`src/hw/ovr_pkg.sv`:
```
// constants, register map and field layout of the over-range and timestamp block
// assumes a single 25 MHz clock and an Avalon-MM slave with 32-bit data
package ovr_pkg;
    // ****************************************************************
    // widths
    // ****************************************************************
    localparam int SAMPLE_W = 12;
    localparam int MAG_W = 11;
    localparam int CMP_W = 8;
    localparam int CHAN_N = 4;
    localparam int HOLD_SEL_W = 3;
    localparam int HOLD_CNT_W = 11;
    localparam int ADDR_W = 4;
    localparam int DATA_W = 32;
    // ****************************************************************
    // register byte offsets
    // ****************************************************************
    localparam logic [ADDR_W-1:0] REG_CTRL = 4'h0;
    localparam logic [ADDR_W-1:0] REG_THRESH = 4'h4;
    localparam logic [ADDR_W-1:0] REG_STATUS = 4'h8;
    localparam logic [ADDR_W-1:0] REG_MASK = 4'hC;
    // ****************************************************************
    // control fields
    // ****************************************************************
    localparam int CTRL_DET_EN = 0;
    localparam int CTRL_HOLD_LO = 1;
    localparam int CTRL_RECV_EN = 4;
    localparam int CTRL_INS_EN = 5;
    localparam int CTRL_TRIG_EN = 6;
    localparam int CTRL_TRIG_SRC_LO = 7;
    localparam int CTRL_DIVIDED_REF_ON_C = 9;
    localparam int CTRL_DIVIDED_REF_ON_D = 10;
    localparam int CTRL_W = 11;
    localparam logic [1:0] TRIG_SRC_MARK = 2'h3;
    localparam logic [CMP_W-1:0] THRESH_RESET = 8'hFF;
    localparam logic [MAG_W-1:0] MAG_MAX = 11'h7FF;
    localparam logic [HOLD_CNT_W-1:0] HOLD_BASE = 11'h008;
    // status bits: 0..3 flag rise per channel, 4 mark rise
    localparam int STAT_W = 5;
    localparam int STAT_MARK = 4;
    // mark path: 3 sync stages, samples also delayed to match
    localparam int SYNC_N = 3;
endpackage : ovr_pkg

```
`src/hw/range_chan.sv`:
```
// one channel: magnitude, compare and hold count for the over-range flag
// assumes samples arrive every clock on the sample clock
`timescale 1ns/1ps
`default_nettype none
module range_chan (
    // clock and reset
    input wire logic sys_clk_in,
    input wire logic rst_in,
    // configuration
    input wire logic detect_enable_in,
    input wire logic [ovr_pkg::CMP_W-1:0] threshold_in,
    input wire logic [ovr_pkg::HOLD_SEL_W-1:0] hold_select_in,
    // sample
    input wire logic [ovr_pkg::SAMPLE_W-1:0] sample_in,
    // flag
    output logic flag_out
);
    import ovr_pkg::*;
    logic [MAG_W-1:0] mag;
    logic [CMP_W-1:0] cmp_byte;
    logic hit;
    logic [HOLD_CNT_W-1:0] cnt_q;
    logic [SAMPLE_W-1:0] neg;

    always_comb begin
        neg = SAMPLE_W'(~sample_in + 1'b1);
        if (!sample_in[SAMPLE_W-1]) begin
            mag = sample_in[MAG_W-1:0];
        end else if (sample_in[MAG_W-1:0] == '0) begin
            mag = MAG_MAX;
        end else begin
            mag = neg[MAG_W-1:0];
        end
    end
    assign cmp_byte = mag[MAG_W-1:MAG_W-CMP_W];
    assign hit = detect_enable_in && (cmp_byte >= threshold_in);

    // a hit reloads the count so the pulse runs from the last event
    always_ff @(posedge sys_clk_in or posedge rst_in) begin
        if (rst_in) begin
            cnt_q <= '0;
        end else if (!detect_enable_in) begin
            cnt_q <= '0;
        end else if (hit) begin
            cnt_q <= HOLD_CNT_W'(HOLD_BASE << hold_select_in);
        end else if (cnt_q != '0) begin
            cnt_q <= cnt_q - 1'b1;
        end
    end
    assign flag_out = detect_enable_in && (cnt_q != '0);

    a_flag_after_hit: assert property (@(posedge sys_clk_in) disable iff (rst_in)
        hit ##1 detect_enable_in |-> flag_out) else $error("flag missing after hit");
    a_flag_off_disabled: assert property (@(posedge sys_clk_in) disable iff (rst_in)
        !detect_enable_in |-> !flag_out) else $error("flag high while disabled");
    a_min_neg_mag: assert property (@(posedge sys_clk_in) disable iff (rst_in)
        sample_in == 12'h800 |-> cmp_byte == 8'hFF) else $error("most negative code not saturated");
    a_hold_eight: assert property (@(posedge sys_clk_in) disable iff (rst_in)
        (hit && hold_select_in == 3'h0) ##1 (!hit && detect_enable_in && hold_select_in == 3'h0) [*8]
        |=> !flag_out) else $error("shortest pulse wrong length");
endmodule : range_chan
`default_nettype wire

```
`src/hw/mark_sync.sv`:
```
// three-stage retiming of an asynchronous level into the sample clock
// assumes the input is a raw pin level
`timescale 1ns/1ps
`default_nettype none
module mark_sync (
    // clock and reset
    input wire logic sys_clk_in,
    input wire logic rst_in,
    // level
    input wire logic async_in,
    output logic level_out
);
    import ovr_pkg::*;
    logic [SYNC_N-1:0] sync_q;
    logic level_q;

    always_ff @(posedge sys_clk_in or posedge rst_in) begin
        if (rst_in) begin
            sync_q <= '0;
        end else begin
            sync_q <= {sync_q[SYNC_N-2:0], async_in};
        end
    end
    // a change counts only once stages two and three agree
    always_ff @(posedge sys_clk_in or posedge rst_in) begin
        if (rst_in) begin
            level_q <= 1'b0;
        end else if (sync_q[1] == sync_q[2]) begin
            level_q <= sync_q[2];
        end
    end
    assign level_out = level_q;
endmodule : mark_sync
`default_nettype wire

```
`src/hw/overrange_and_timestamp.sv`:
```
// top of the over-range detector and timestamp path, Avalon-MM register slave
// assumes samples come synchronous to sys_clk_in, mark input asynchronous
// Overview of operation
// - take absolute value of each 12-bit sample, compare its upper 8 bits
// - one threshold register serves all channels
// - most negative code saturates to magnitude 2047, byte 255
// - detection works only while detect enable is one
// - flag set when compared byte meets or exceeds threshold, low once the hold count runs out
// - four flag pins carry channels A, B, C, D in order
// - smaller variants use A and B, or only A
// - pulse lasts 8 shl hold select clock cycles after last event
// - mark input retimed into the sample clock domain
// - mark and samples share the same pipeline latency
// - trigger output repeats mark only when enabled with source three
// - mark goes into link words only while insertion enabled
// - mark replaces bit 0, sample upper 11 bits go to 11:1
// - mark receiver enable gates every mark function
// - divided reference on C or D pin beats the flag
`timescale 1ns/1ps
`default_nettype none
module overrange_and_timestamp (
    // clock and reset
    input wire logic sys_clk_in,
    input wire logic rst_in,
    // avalon-mm slave
    input wire logic [ovr_pkg::ADDR_W-1:0] avs_address_in,
    input wire logic avs_read_in,
    input wire logic avs_write_in,
    input wire logic [ovr_pkg::DATA_W-1:0] avs_writedata_in,
    input wire logic [3:0] avs_byteenable_in,
    output logic [ovr_pkg::DATA_W-1:0] avs_readdata_out,
    output logic avs_waitrequest_out,
    output logic irq_out,
    // samples per channel
    input wire logic [ovr_pkg::SAMPLE_W-1:0] chan_a_sample_in,
    input wire logic [ovr_pkg::SAMPLE_W-1:0] chan_b_sample_in,
    input wire logic [ovr_pkg::SAMPLE_W-1:0] chan_c_sample_in,
    input wire logic [ovr_pkg::SAMPLE_W-1:0] chan_d_sample_in,
    // divided reference clock inputs for the C and D pins
    input wire logic divided_ref_c_in,
    input wire logic divided_ref_d_in,
    // mark
    input wire logic mark_input_in,
    // flags
    output logic chan_a_range_flag_out,
    output logic chan_b_range_flag_out,
    output logic chan_c_range_flag_out,
    output logic chan_d_range_flag_out,
    // link words and trigger
    output logic [ovr_pkg::SAMPLE_W-1:0] link_a_word_out,
    output logic [ovr_pkg::SAMPLE_W-1:0] link_b_word_out,
    output logic [ovr_pkg::SAMPLE_W-1:0] link_c_word_out,
    output logic [ovr_pkg::SAMPLE_W-1:0] link_d_word_out,
    output logic trigger_output_out
);
    import ovr_pkg::*;
    // ****************************************************************
    // registers
    // ****************************************************************
    logic [CTRL_W-1:0] ctrl_q;
    logic [CMP_W-1:0] overrange_threshold_q;
    logic [STAT_W-1:0] status_q;
    logic [STAT_W-1:0] mask_q;
    logic [DATA_W-1:0] rdata_q;
    logic ack_q;
    logic access;
    logic wr_now;
    logic overrange_detect_enable;
    logic [HOLD_SEL_W-1:0] overrange_hold_select;
    logic mark_receiver_enable;
    logic insert_enable;
    logic trigger_output_enable;
    logic [1:0] trigger_output_source;
    logic divided_ref_on_c;
    logic divided_ref_on_d;

    assign overrange_detect_enable = ctrl_q[CTRL_DET_EN];
    assign overrange_hold_select = ctrl_q[CTRL_HOLD_LO +: HOLD_SEL_W];
    assign mark_receiver_enable = ctrl_q[CTRL_RECV_EN];
    assign insert_enable = ctrl_q[CTRL_INS_EN];
    assign trigger_output_enable = ctrl_q[CTRL_TRIG_EN];
    assign trigger_output_source = ctrl_q[CTRL_TRIG_SRC_LO +: 2];
    assign divided_ref_on_c = ctrl_q[CTRL_DIVIDED_REF_ON_C];
    assign divided_ref_on_d = ctrl_q[CTRL_DIVIDED_REF_ON_D];

    // one wait cycle per access keeps read data registered
    assign access = (avs_read_in || avs_write_in) && !ack_q;
    assign avs_waitrequest_out = (avs_read_in || avs_write_in) && !ack_q;
    assign wr_now = avs_write_in && !ack_q;

    always_ff @(posedge sys_clk_in or posedge rst_in) begin
        if (rst_in) begin
            ack_q <= 1'b0;
        end else begin
            ack_q <= access;
        end
    end

    always_ff @(posedge sys_clk_in or posedge rst_in) begin
        if (rst_in) begin
            ctrl_q <= '0;
        end else if (wr_now && avs_address_in == REG_CTRL) begin
            if (avs_byteenable_in[0]) begin
                ctrl_q[7:0] <= avs_writedata_in[7:0];
            end
            if (avs_byteenable_in[1]) begin
                ctrl_q[CTRL_W-1:8] <= avs_writedata_in[CTRL_W-1:8];
            end
        end
    end

    always_ff @(posedge sys_clk_in or posedge rst_in) begin
        if (rst_in) begin
            overrange_threshold_q <= THRESH_RESET;
        end else if (wr_now && avs_address_in == REG_THRESH && avs_byteenable_in[0]) begin
            overrange_threshold_q <= avs_writedata_in[CMP_W-1:0];
        end
    end

    always_ff @(posedge sys_clk_in or posedge rst_in) begin
        if (rst_in) begin
            mask_q <= '0;
        end else if (wr_now && avs_address_in == REG_MASK && avs_byteenable_in[0]) begin
            mask_q <= avs_writedata_in[STAT_W-1:0];
        end
    end

    always_ff @(posedge sys_clk_in or posedge rst_in) begin
        if (rst_in) begin
            rdata_q <= '0;
        end else if (avs_read_in && !ack_q) begin
            unique case (avs_address_in)
                REG_CTRL: rdata_q <= DATA_W'(ctrl_q);
                REG_THRESH: rdata_q <= DATA_W'(overrange_threshold_q);
                REG_STATUS: rdata_q <= DATA_W'(status_q);
                REG_MASK: rdata_q <= DATA_W'(mask_q);
                default: rdata_q <= '0;
            endcase
        end
    end
    assign avs_readdata_out = rdata_q;

    // ****************************************************************
    // channels
    // ****************************************************************
    logic [SAMPLE_W-1:0] samples [CHAN_N];
    logic [CHAN_N-1:0] flags;
    assign samples[0] = chan_a_sample_in;
    assign samples[1] = chan_b_sample_in;
    assign samples[2] = chan_c_sample_in;
    assign samples[3] = chan_d_sample_in;

    genvar gi;
    generate
        for (gi = 0; gi < CHAN_N; gi++) begin : g_chan
            range_chan u_chan (
                .sys_clk_in(sys_clk_in),
                .rst_in(rst_in),
                .detect_enable_in(overrange_detect_enable),
                .threshold_in(overrange_threshold_q),
                .hold_select_in(overrange_hold_select),
                .sample_in(samples[gi]),
                .flag_out(flags[gi])
            );
        end
    endgenerate

    assign chan_a_range_flag_out = flags[0];
    assign chan_b_range_flag_out = flags[1];
    assign chan_c_range_flag_out = divided_ref_on_c ? divided_ref_c_in : flags[2];
    assign chan_d_range_flag_out = divided_ref_on_d ? divided_ref_d_in : flags[3];

    // ****************************************************************
    // mark path
    // ****************************************************************
    logic mark_level;
    logic mark_q;
    logic [SAMPLE_W-1:0] dly_q [CHAN_N][SYNC_N+2];

    mark_sync u_mark (
        .sys_clk_in(sys_clk_in),
        .rst_in(rst_in),
        .async_in(mark_input_in),
        .level_out(mark_level)
    );

    always_ff @(posedge sys_clk_in or posedge rst_in) begin
        if (rst_in) begin
            mark_q <= 1'b0;
        end else begin
            mark_q <= mark_receiver_enable && mark_level;
        end
    end

    // samples see as many stages as the mark: three sync, filter, gate
    always_ff @(posedge sys_clk_in or posedge rst_in) begin
        if (rst_in) begin
            for (int c = 0; c < CHAN_N; c++) begin
                for (int s = 0; s <= SYNC_N + 1; s++) begin
                    dly_q[c][s] <= '0;
                end
            end
        end else begin
            for (int c = 0; c < CHAN_N; c++) begin
                dly_q[c][0] <= samples[c];
                for (int s = 1; s <= SYNC_N + 1; s++) begin
                    dly_q[c][s] <= dly_q[c][s-1];
                end
            end
        end
    end

    logic [SAMPLE_W-1:0] words_q [CHAN_N];
    always_ff @(posedge sys_clk_in or posedge rst_in) begin
        if (rst_in) begin
            for (int c = 0; c < CHAN_N; c++) begin
                words_q[c] <= '0;
            end
        end else begin
            for (int c = 0; c < CHAN_N; c++) begin
                if (insert_enable) begin
                    words_q[c] <= {dly_q[c][SYNC_N+1][SAMPLE_W-1:1], mark_q};
                end else begin
                    words_q[c] <= dly_q[c][SYNC_N+1];
                end
            end
        end
    end
    assign link_a_word_out = words_q[0];
    assign link_b_word_out = words_q[1];
    assign link_c_word_out = words_q[2];
    assign link_d_word_out = words_q[3];

    logic trig_q;
    always_ff @(posedge sys_clk_in or posedge rst_in) begin
        if (rst_in) begin
            trig_q <= 1'b0;
        end else begin
            trig_q <= trigger_output_enable && (trigger_output_source == TRIG_SRC_MARK) && mark_q;
        end
    end
    assign trigger_output_out = trig_q;

    // ****************************************************************
    // interrupts
    // ****************************************************************
    logic [CHAN_N-1:0] flags_prev_q;
    logic mark_prev_q;
    logic [STAT_W-1:0] events;
    logic [STAT_W-1:0] clr;
    always_ff @(posedge sys_clk_in or posedge rst_in) begin
        if (rst_in) begin
            flags_prev_q <= '0;
            mark_prev_q <= 1'b0;
        end else begin
            flags_prev_q <= flags;
            mark_prev_q <= mark_q;
        end
    end
    assign events = {mark_q && !mark_prev_q, flags & ~flags_prev_q};
    assign clr = (wr_now && avs_address_in == REG_STATUS && avs_byteenable_in[0])
        ? avs_writedata_in[STAT_W-1:0] : '0;
    // set wins over a clear in the same cycle
    always_ff @(posedge sys_clk_in or posedge rst_in) begin
        if (rst_in) begin
            status_q <= '0;
        end else begin
            status_q <= (status_q & ~clr) | events;
        end
    end
    assign irq_out = |(status_q & mask_q);

    // ****************************************************************
    // checks
    // ****************************************************************
    a_trig_gated: assert property (@(posedge sys_clk_in) disable iff (rst_in)
        trigger_output_out |-> $past(trigger_output_enable) && $past(trigger_output_source) == TRIG_SRC_MARK)
        else $error("trigger without enable and source");
    a_trig_follows: assert property (@(posedge sys_clk_in) disable iff (rst_in)
        (mark_q && trigger_output_enable && trigger_output_source == TRIG_SRC_MARK) |=> trigger_output_out)
        else $error("trigger did not repeat mark");
    a_recv_gate: assert property (@(posedge sys_clk_in) disable iff (rst_in)
        !$past(mark_receiver_enable) |-> !mark_q) else $error("mark passed while receiver off");
    a_insert_lsb: assert property (@(posedge sys_clk_in) disable iff (rst_in)
        $past(insert_enable) |-> link_a_word_out[0] == $past(mark_q)) else $error("mark not in bit 0");
    a_no_insert: assert property (@(posedge sys_clk_in) disable iff (rst_in)
        $past(!insert_enable) |-> link_b_word_out == $past(dly_q[1][SYNC_N+1])) else $error("word altered");
    a_latency_match: assert property (@(posedge sys_clk_in) disable iff (rst_in)
        ##6 !$past(insert_enable) |-> link_a_word_out == $past(chan_a_sample_in, 6))
        else $error("sample latency wrong");
    a_divided_ref_on_c: assert property (@(posedge sys_clk_in) disable iff (rst_in)
        divided_ref_on_c |-> chan_c_range_flag_out == divided_ref_c_in) else $error("divided_ref_on_c lost");
    a_status_set: assert property (@(posedge sys_clk_in) disable iff (rst_in)
        (|events) |=> ((status_q & $past(events)) == $past(events))) else $error("status event lost");
endmodule : overrange_and_timestamp
`default_nettype wire

```
`config.mk`:
```
export PLATFORM = sky130hd
export DESIGN_NAME = overrange_and_timestamp
export DESIGN_NICKNAME = d
export VERILOG_FILES = /design/src/hw/ovr_pkg.sv /design/src/hw/range_chan.sv /design/src/hw/mark_sync.sv /design/src/hw/overrange_and_timestamp.sv
export SDC_FILE = /design/constraint.sdc
export NUM_CORES = 1
export LEC_CHECK = 0
export BUFFER_PORTS_ARGS = -buffer_cell sky130_fd_sc_hd__buf_2
export CAP_MARGIN = 20
export CORE_MARGIN = 4
export CORE_UTILIZATION = 30
export CTS_BUF_LIST = sky130_fd_sc_hd__clkbuf_4 sky130_fd_sc_hd__clkbuf_8
export DETAILED_ROUTE_END_ITERATION = 10
export PLACE_DENSITY = 0.58
export SLEW_MARGIN = 25
export SYNTH_ARGS = -nofsm -noshare
export SYNTH_HDL_FRONTEND = slang
export SYNTH_SLANG_ARGS = --single-unit
```
`constraint.sdc`:
```
create_clock -name sys_clk_in -period 12.91 [get_ports sys_clk_in]
set_input_delay 1.9365 -clock sys_clk_in [delete_from_list [all_inputs] [get_ports sys_clk_in]]
set_output_delay 1.9365 -clock sys_clk_in [all_outputs]
set_load 0.02 [all_outputs]
```
==> impl_metrics.tcl <==
set metrics [dict create \
    status "finished clean" \
    layout.nets 1269 \
    cts-root-buf "clkbuf_8" \
    worst_pin_slew_ps 1006 \
    area_growth_pct 20.47 \
    cp_top_family "compound AO/OA/AOI/OAI gates" \
    reg2reg_setup_slack_ps 10220 \
    crit_arrival_ps 5330 \
    ant_nets 0 \
    regArea_mm2 0.009619 \
    critPathBufInv 1 \
    p_leak_nw 7.617 \
    rsz0062_at_grt "false" \
    htree_num_levels 3 \
    finalMaxSlewViolations 0 \
    gp_congestion 0.8222 \
    yosysSeqAreaShare_pct 70.58 \
    ir_drop_uv 76.69 \
    fin_cells 1782 \
    stdcell_area_mm2 0.01642 \
    hold-path-cell-count 0 \
    viasPerCell 4.457 \
    fin_crit_ps 4779 \
    ys_warn_count 0 \
    min_from "dly_q[142]" \
    crit_type "input pin to flip-flop" \
    die_h_um 221.1 \
    fin_ws_ps 8131 \
    worstPathCellList "buf_2 > or4_1 > nor4_1 > a21boi_0 > o21a_1 > ha_1 > o21ai_0 > nor2_1 > a211oi_2 > mux2i_1" \
    startpoint_type "input pin" \
    totalWireLength_um 27550 \
    worst-r2r-cell-count 6 \
    die_w_um 221.1 \
    met3_length_um 1659 \
    required_ps 13460 \
    synth_cell_types 61 \
    final_util_pct 36.81 \
    synthCells 952 \
    overflow 0 \
    synth-simple-area-share_pct 8.740 \
    grt_max_degree 190 \
    grt_pass1_vias 8199 \
    drc 0 \
    first_pass_iters 5 \
    portBuffers 137 \
    worst-path-max-fanout 11 \
    synthFlopType "dfrtp_1" \
    detailed_place_hpwl_um 18000 \
    postCtsSetupBuffers 0 \
    multi_input_area_mm2 0.003745 \
    cts_tree "yes" \
    cts.repair.resized 0 \
    fin_setup_tns_ps 0 \
    synthAdderAreaFrac_pct 3.378 \
    coreArea_mm2 0.04461 \
    layout_commonest_cell "dfrtp_1" \
    met2RoutedLength_um 12610 \
    min_path_type "flip-flop to flip-flop" \
    setup_viol_count_final 0 \
    clkSinkCount 384 \
    io-pin-count 182 \
    end_kind "flip-flop" \
    cts.clk_slew.worst_paths_ps 60 \
    preCtsSetupSlack_ps 7588 \
    first_iter_violations 533 \
    die-area_mm2 0.04891 \
    antenna_found_initial 1 \
    clk_path_buf_depth 3 \
    p_per_area_mw_per_mm2 175.1 \
    clock_latency_ps 620 \
    m1WireLength_um 12230 \
    dpl.cell_count 1659 \
    wl_per_cell_um 15.46 \
    slowest_stage "a211oi_2" \
    synthMuxAreaShare_pct 5.536 \
    rows 77 \
    synthXorXnorAreaFrac_pct 2.249 \
    synth_top_family_by_area "simple AND/OR/NAND/NOR gates" \
    nFillCells 4213 \
    place_area_mm2 0.01495 \
    syn_area_per_cell_um2 14.32 \
    numCtsBuffers 68 \
    cts_hold_buf 0 \
    slew_headroom_pct 32.81 \
    ys_seq_elements 384 \
    synthArstFlopShare_pct 100.0 \
    skew_ps 29.13 \
    drive_gt1_share_pct 26.54 \
    grt_use_total_pct 11.41 \
    post_synth_instance_area_mm2 0.01363 \
    route.top_layer_used "met4" \
    vias 7942 \
    synth_compound_area_share_pct 6.775 \
    grt_pass1_wl_um 44460 \
    period_share_pct 37.02 \
    timing.rr.end "g_chan[0].u_chan.cnt_q[5]" \
    final_cell_mix "376 x dfrtp_1, 137 x buf_2, 82 x clkbuf_8" \
    hold_ws_ps 338.3 \
    max_freq_mhz 209.2 \
    timing.rr.start "overrange_threshold_q[2]" \
    cp_slowest_stage_delay_ps 790 \
    drv_cap 0 \
    synth_edf_count 0 \
    power.total_mw 2.875 \
    start_util_pct 30.55 \
    hold_viol 0 \
    min_to "dly_q[130]" \
]
==> synthesized netlist by cell type, drive strengths merged, types with 14 or more instances <==
cell    number  share of area [%]
nor2        33               0.91
nor4        16               0.73
mux2        25                2.1
nor3        14               0.51
ha          36                3.3
xor2        23                1.5
dfrtp      376                 69
clkbuf      20               0.55
mux2i       36                2.6
nand2       64                1.8
o21ai       48                1.8
inv         30               0.83
buf         27                1.3
==> metal layers <==
metal	GRT usage, %	vias to the layer above
li1	-	3682
met1	15.12	3973
met5	0	-
met2	16.95	225
met3	3.340	62
met4	6.141	0
==> worst reg2reg max path, stage by stage (launching register included) <==
cell	delay (ps)
dfstp_2	550
inv_1	210
ha_1	380
a211oi_1	190
o21ai_0	140
a211oi_2	870
mux2i_1	270
==> cell families (layout without fill, tap and decap cells) <==
kind of cell / Yosys count / count (layout)
other cells: 1 / 24
xor+xnor: 35 / 35
flops: 384 / 384
mux: 66 / 66
buf+inv: 77 / 292
compound gates: 132 / 132
simple gates: 220 / 220
fa+ha+maj: 37 / 37
==> area by class of cell <==
class	instances	share of cell area [%]
inverter	30	0.7620
antenna	3	0.04572
sequential	384	58.58
clock inverter	17	0.8535
tap	592	4.511
timing repair buffer	143	4.648
clock buffer	102	7.788
multi-input combinational	511	22.81
==> registers in the layout, summed over array words and instances, names as in the netlist <==
signal	count
link_a_word_out	12
u_mark.sync_q	3
g_chan.u_chan.cnt_q	44
u_mark.level_out	1
link_c_word_out	12
link_b_word_out	12
trigger_output_out	1
status_q	5
overrange_threshold_q	8
avs_readdata_out	11
ack_q	1
mark_prev_q	1
flags_prev_q	4
mask_q	5
link_d_word_out	12
mark_q	1
ctrl_q	11
dly_q	240
==> how the worst max path moves through the flow <==
stage | depth (start not counted) | to | from
after CTS | 10 | g_chan[0].u_chan.cnt_q[7] | chan_a_sample_in[2]
final | 10 | g_chan[0].u_chan.cnt_q[5] | chan_a_sample_in[2]
after global routing | 10 | g_chan[0].u_chan.cnt_q[5] | chan_a_sample_in[2]
after global placement | 10 | g_chan[0].u_chan.cnt_q[0] | chan_a_sample_in[2]
after floorplan | 1 | ack_q | rst_in
after detailed placement | 10 | g_chan[0].u_chan.cnt_q[5] | chan_a_sample_in[2]
==> power by group <==
part	internal [mW]	switching (mW)	total (mW)
clock	0.658	0.495	1.15
combinational	0.150	0.233	0.383
sequential	1.29	0.0484	1.34
Note: power is estimated with default switching activity, not from simulation.
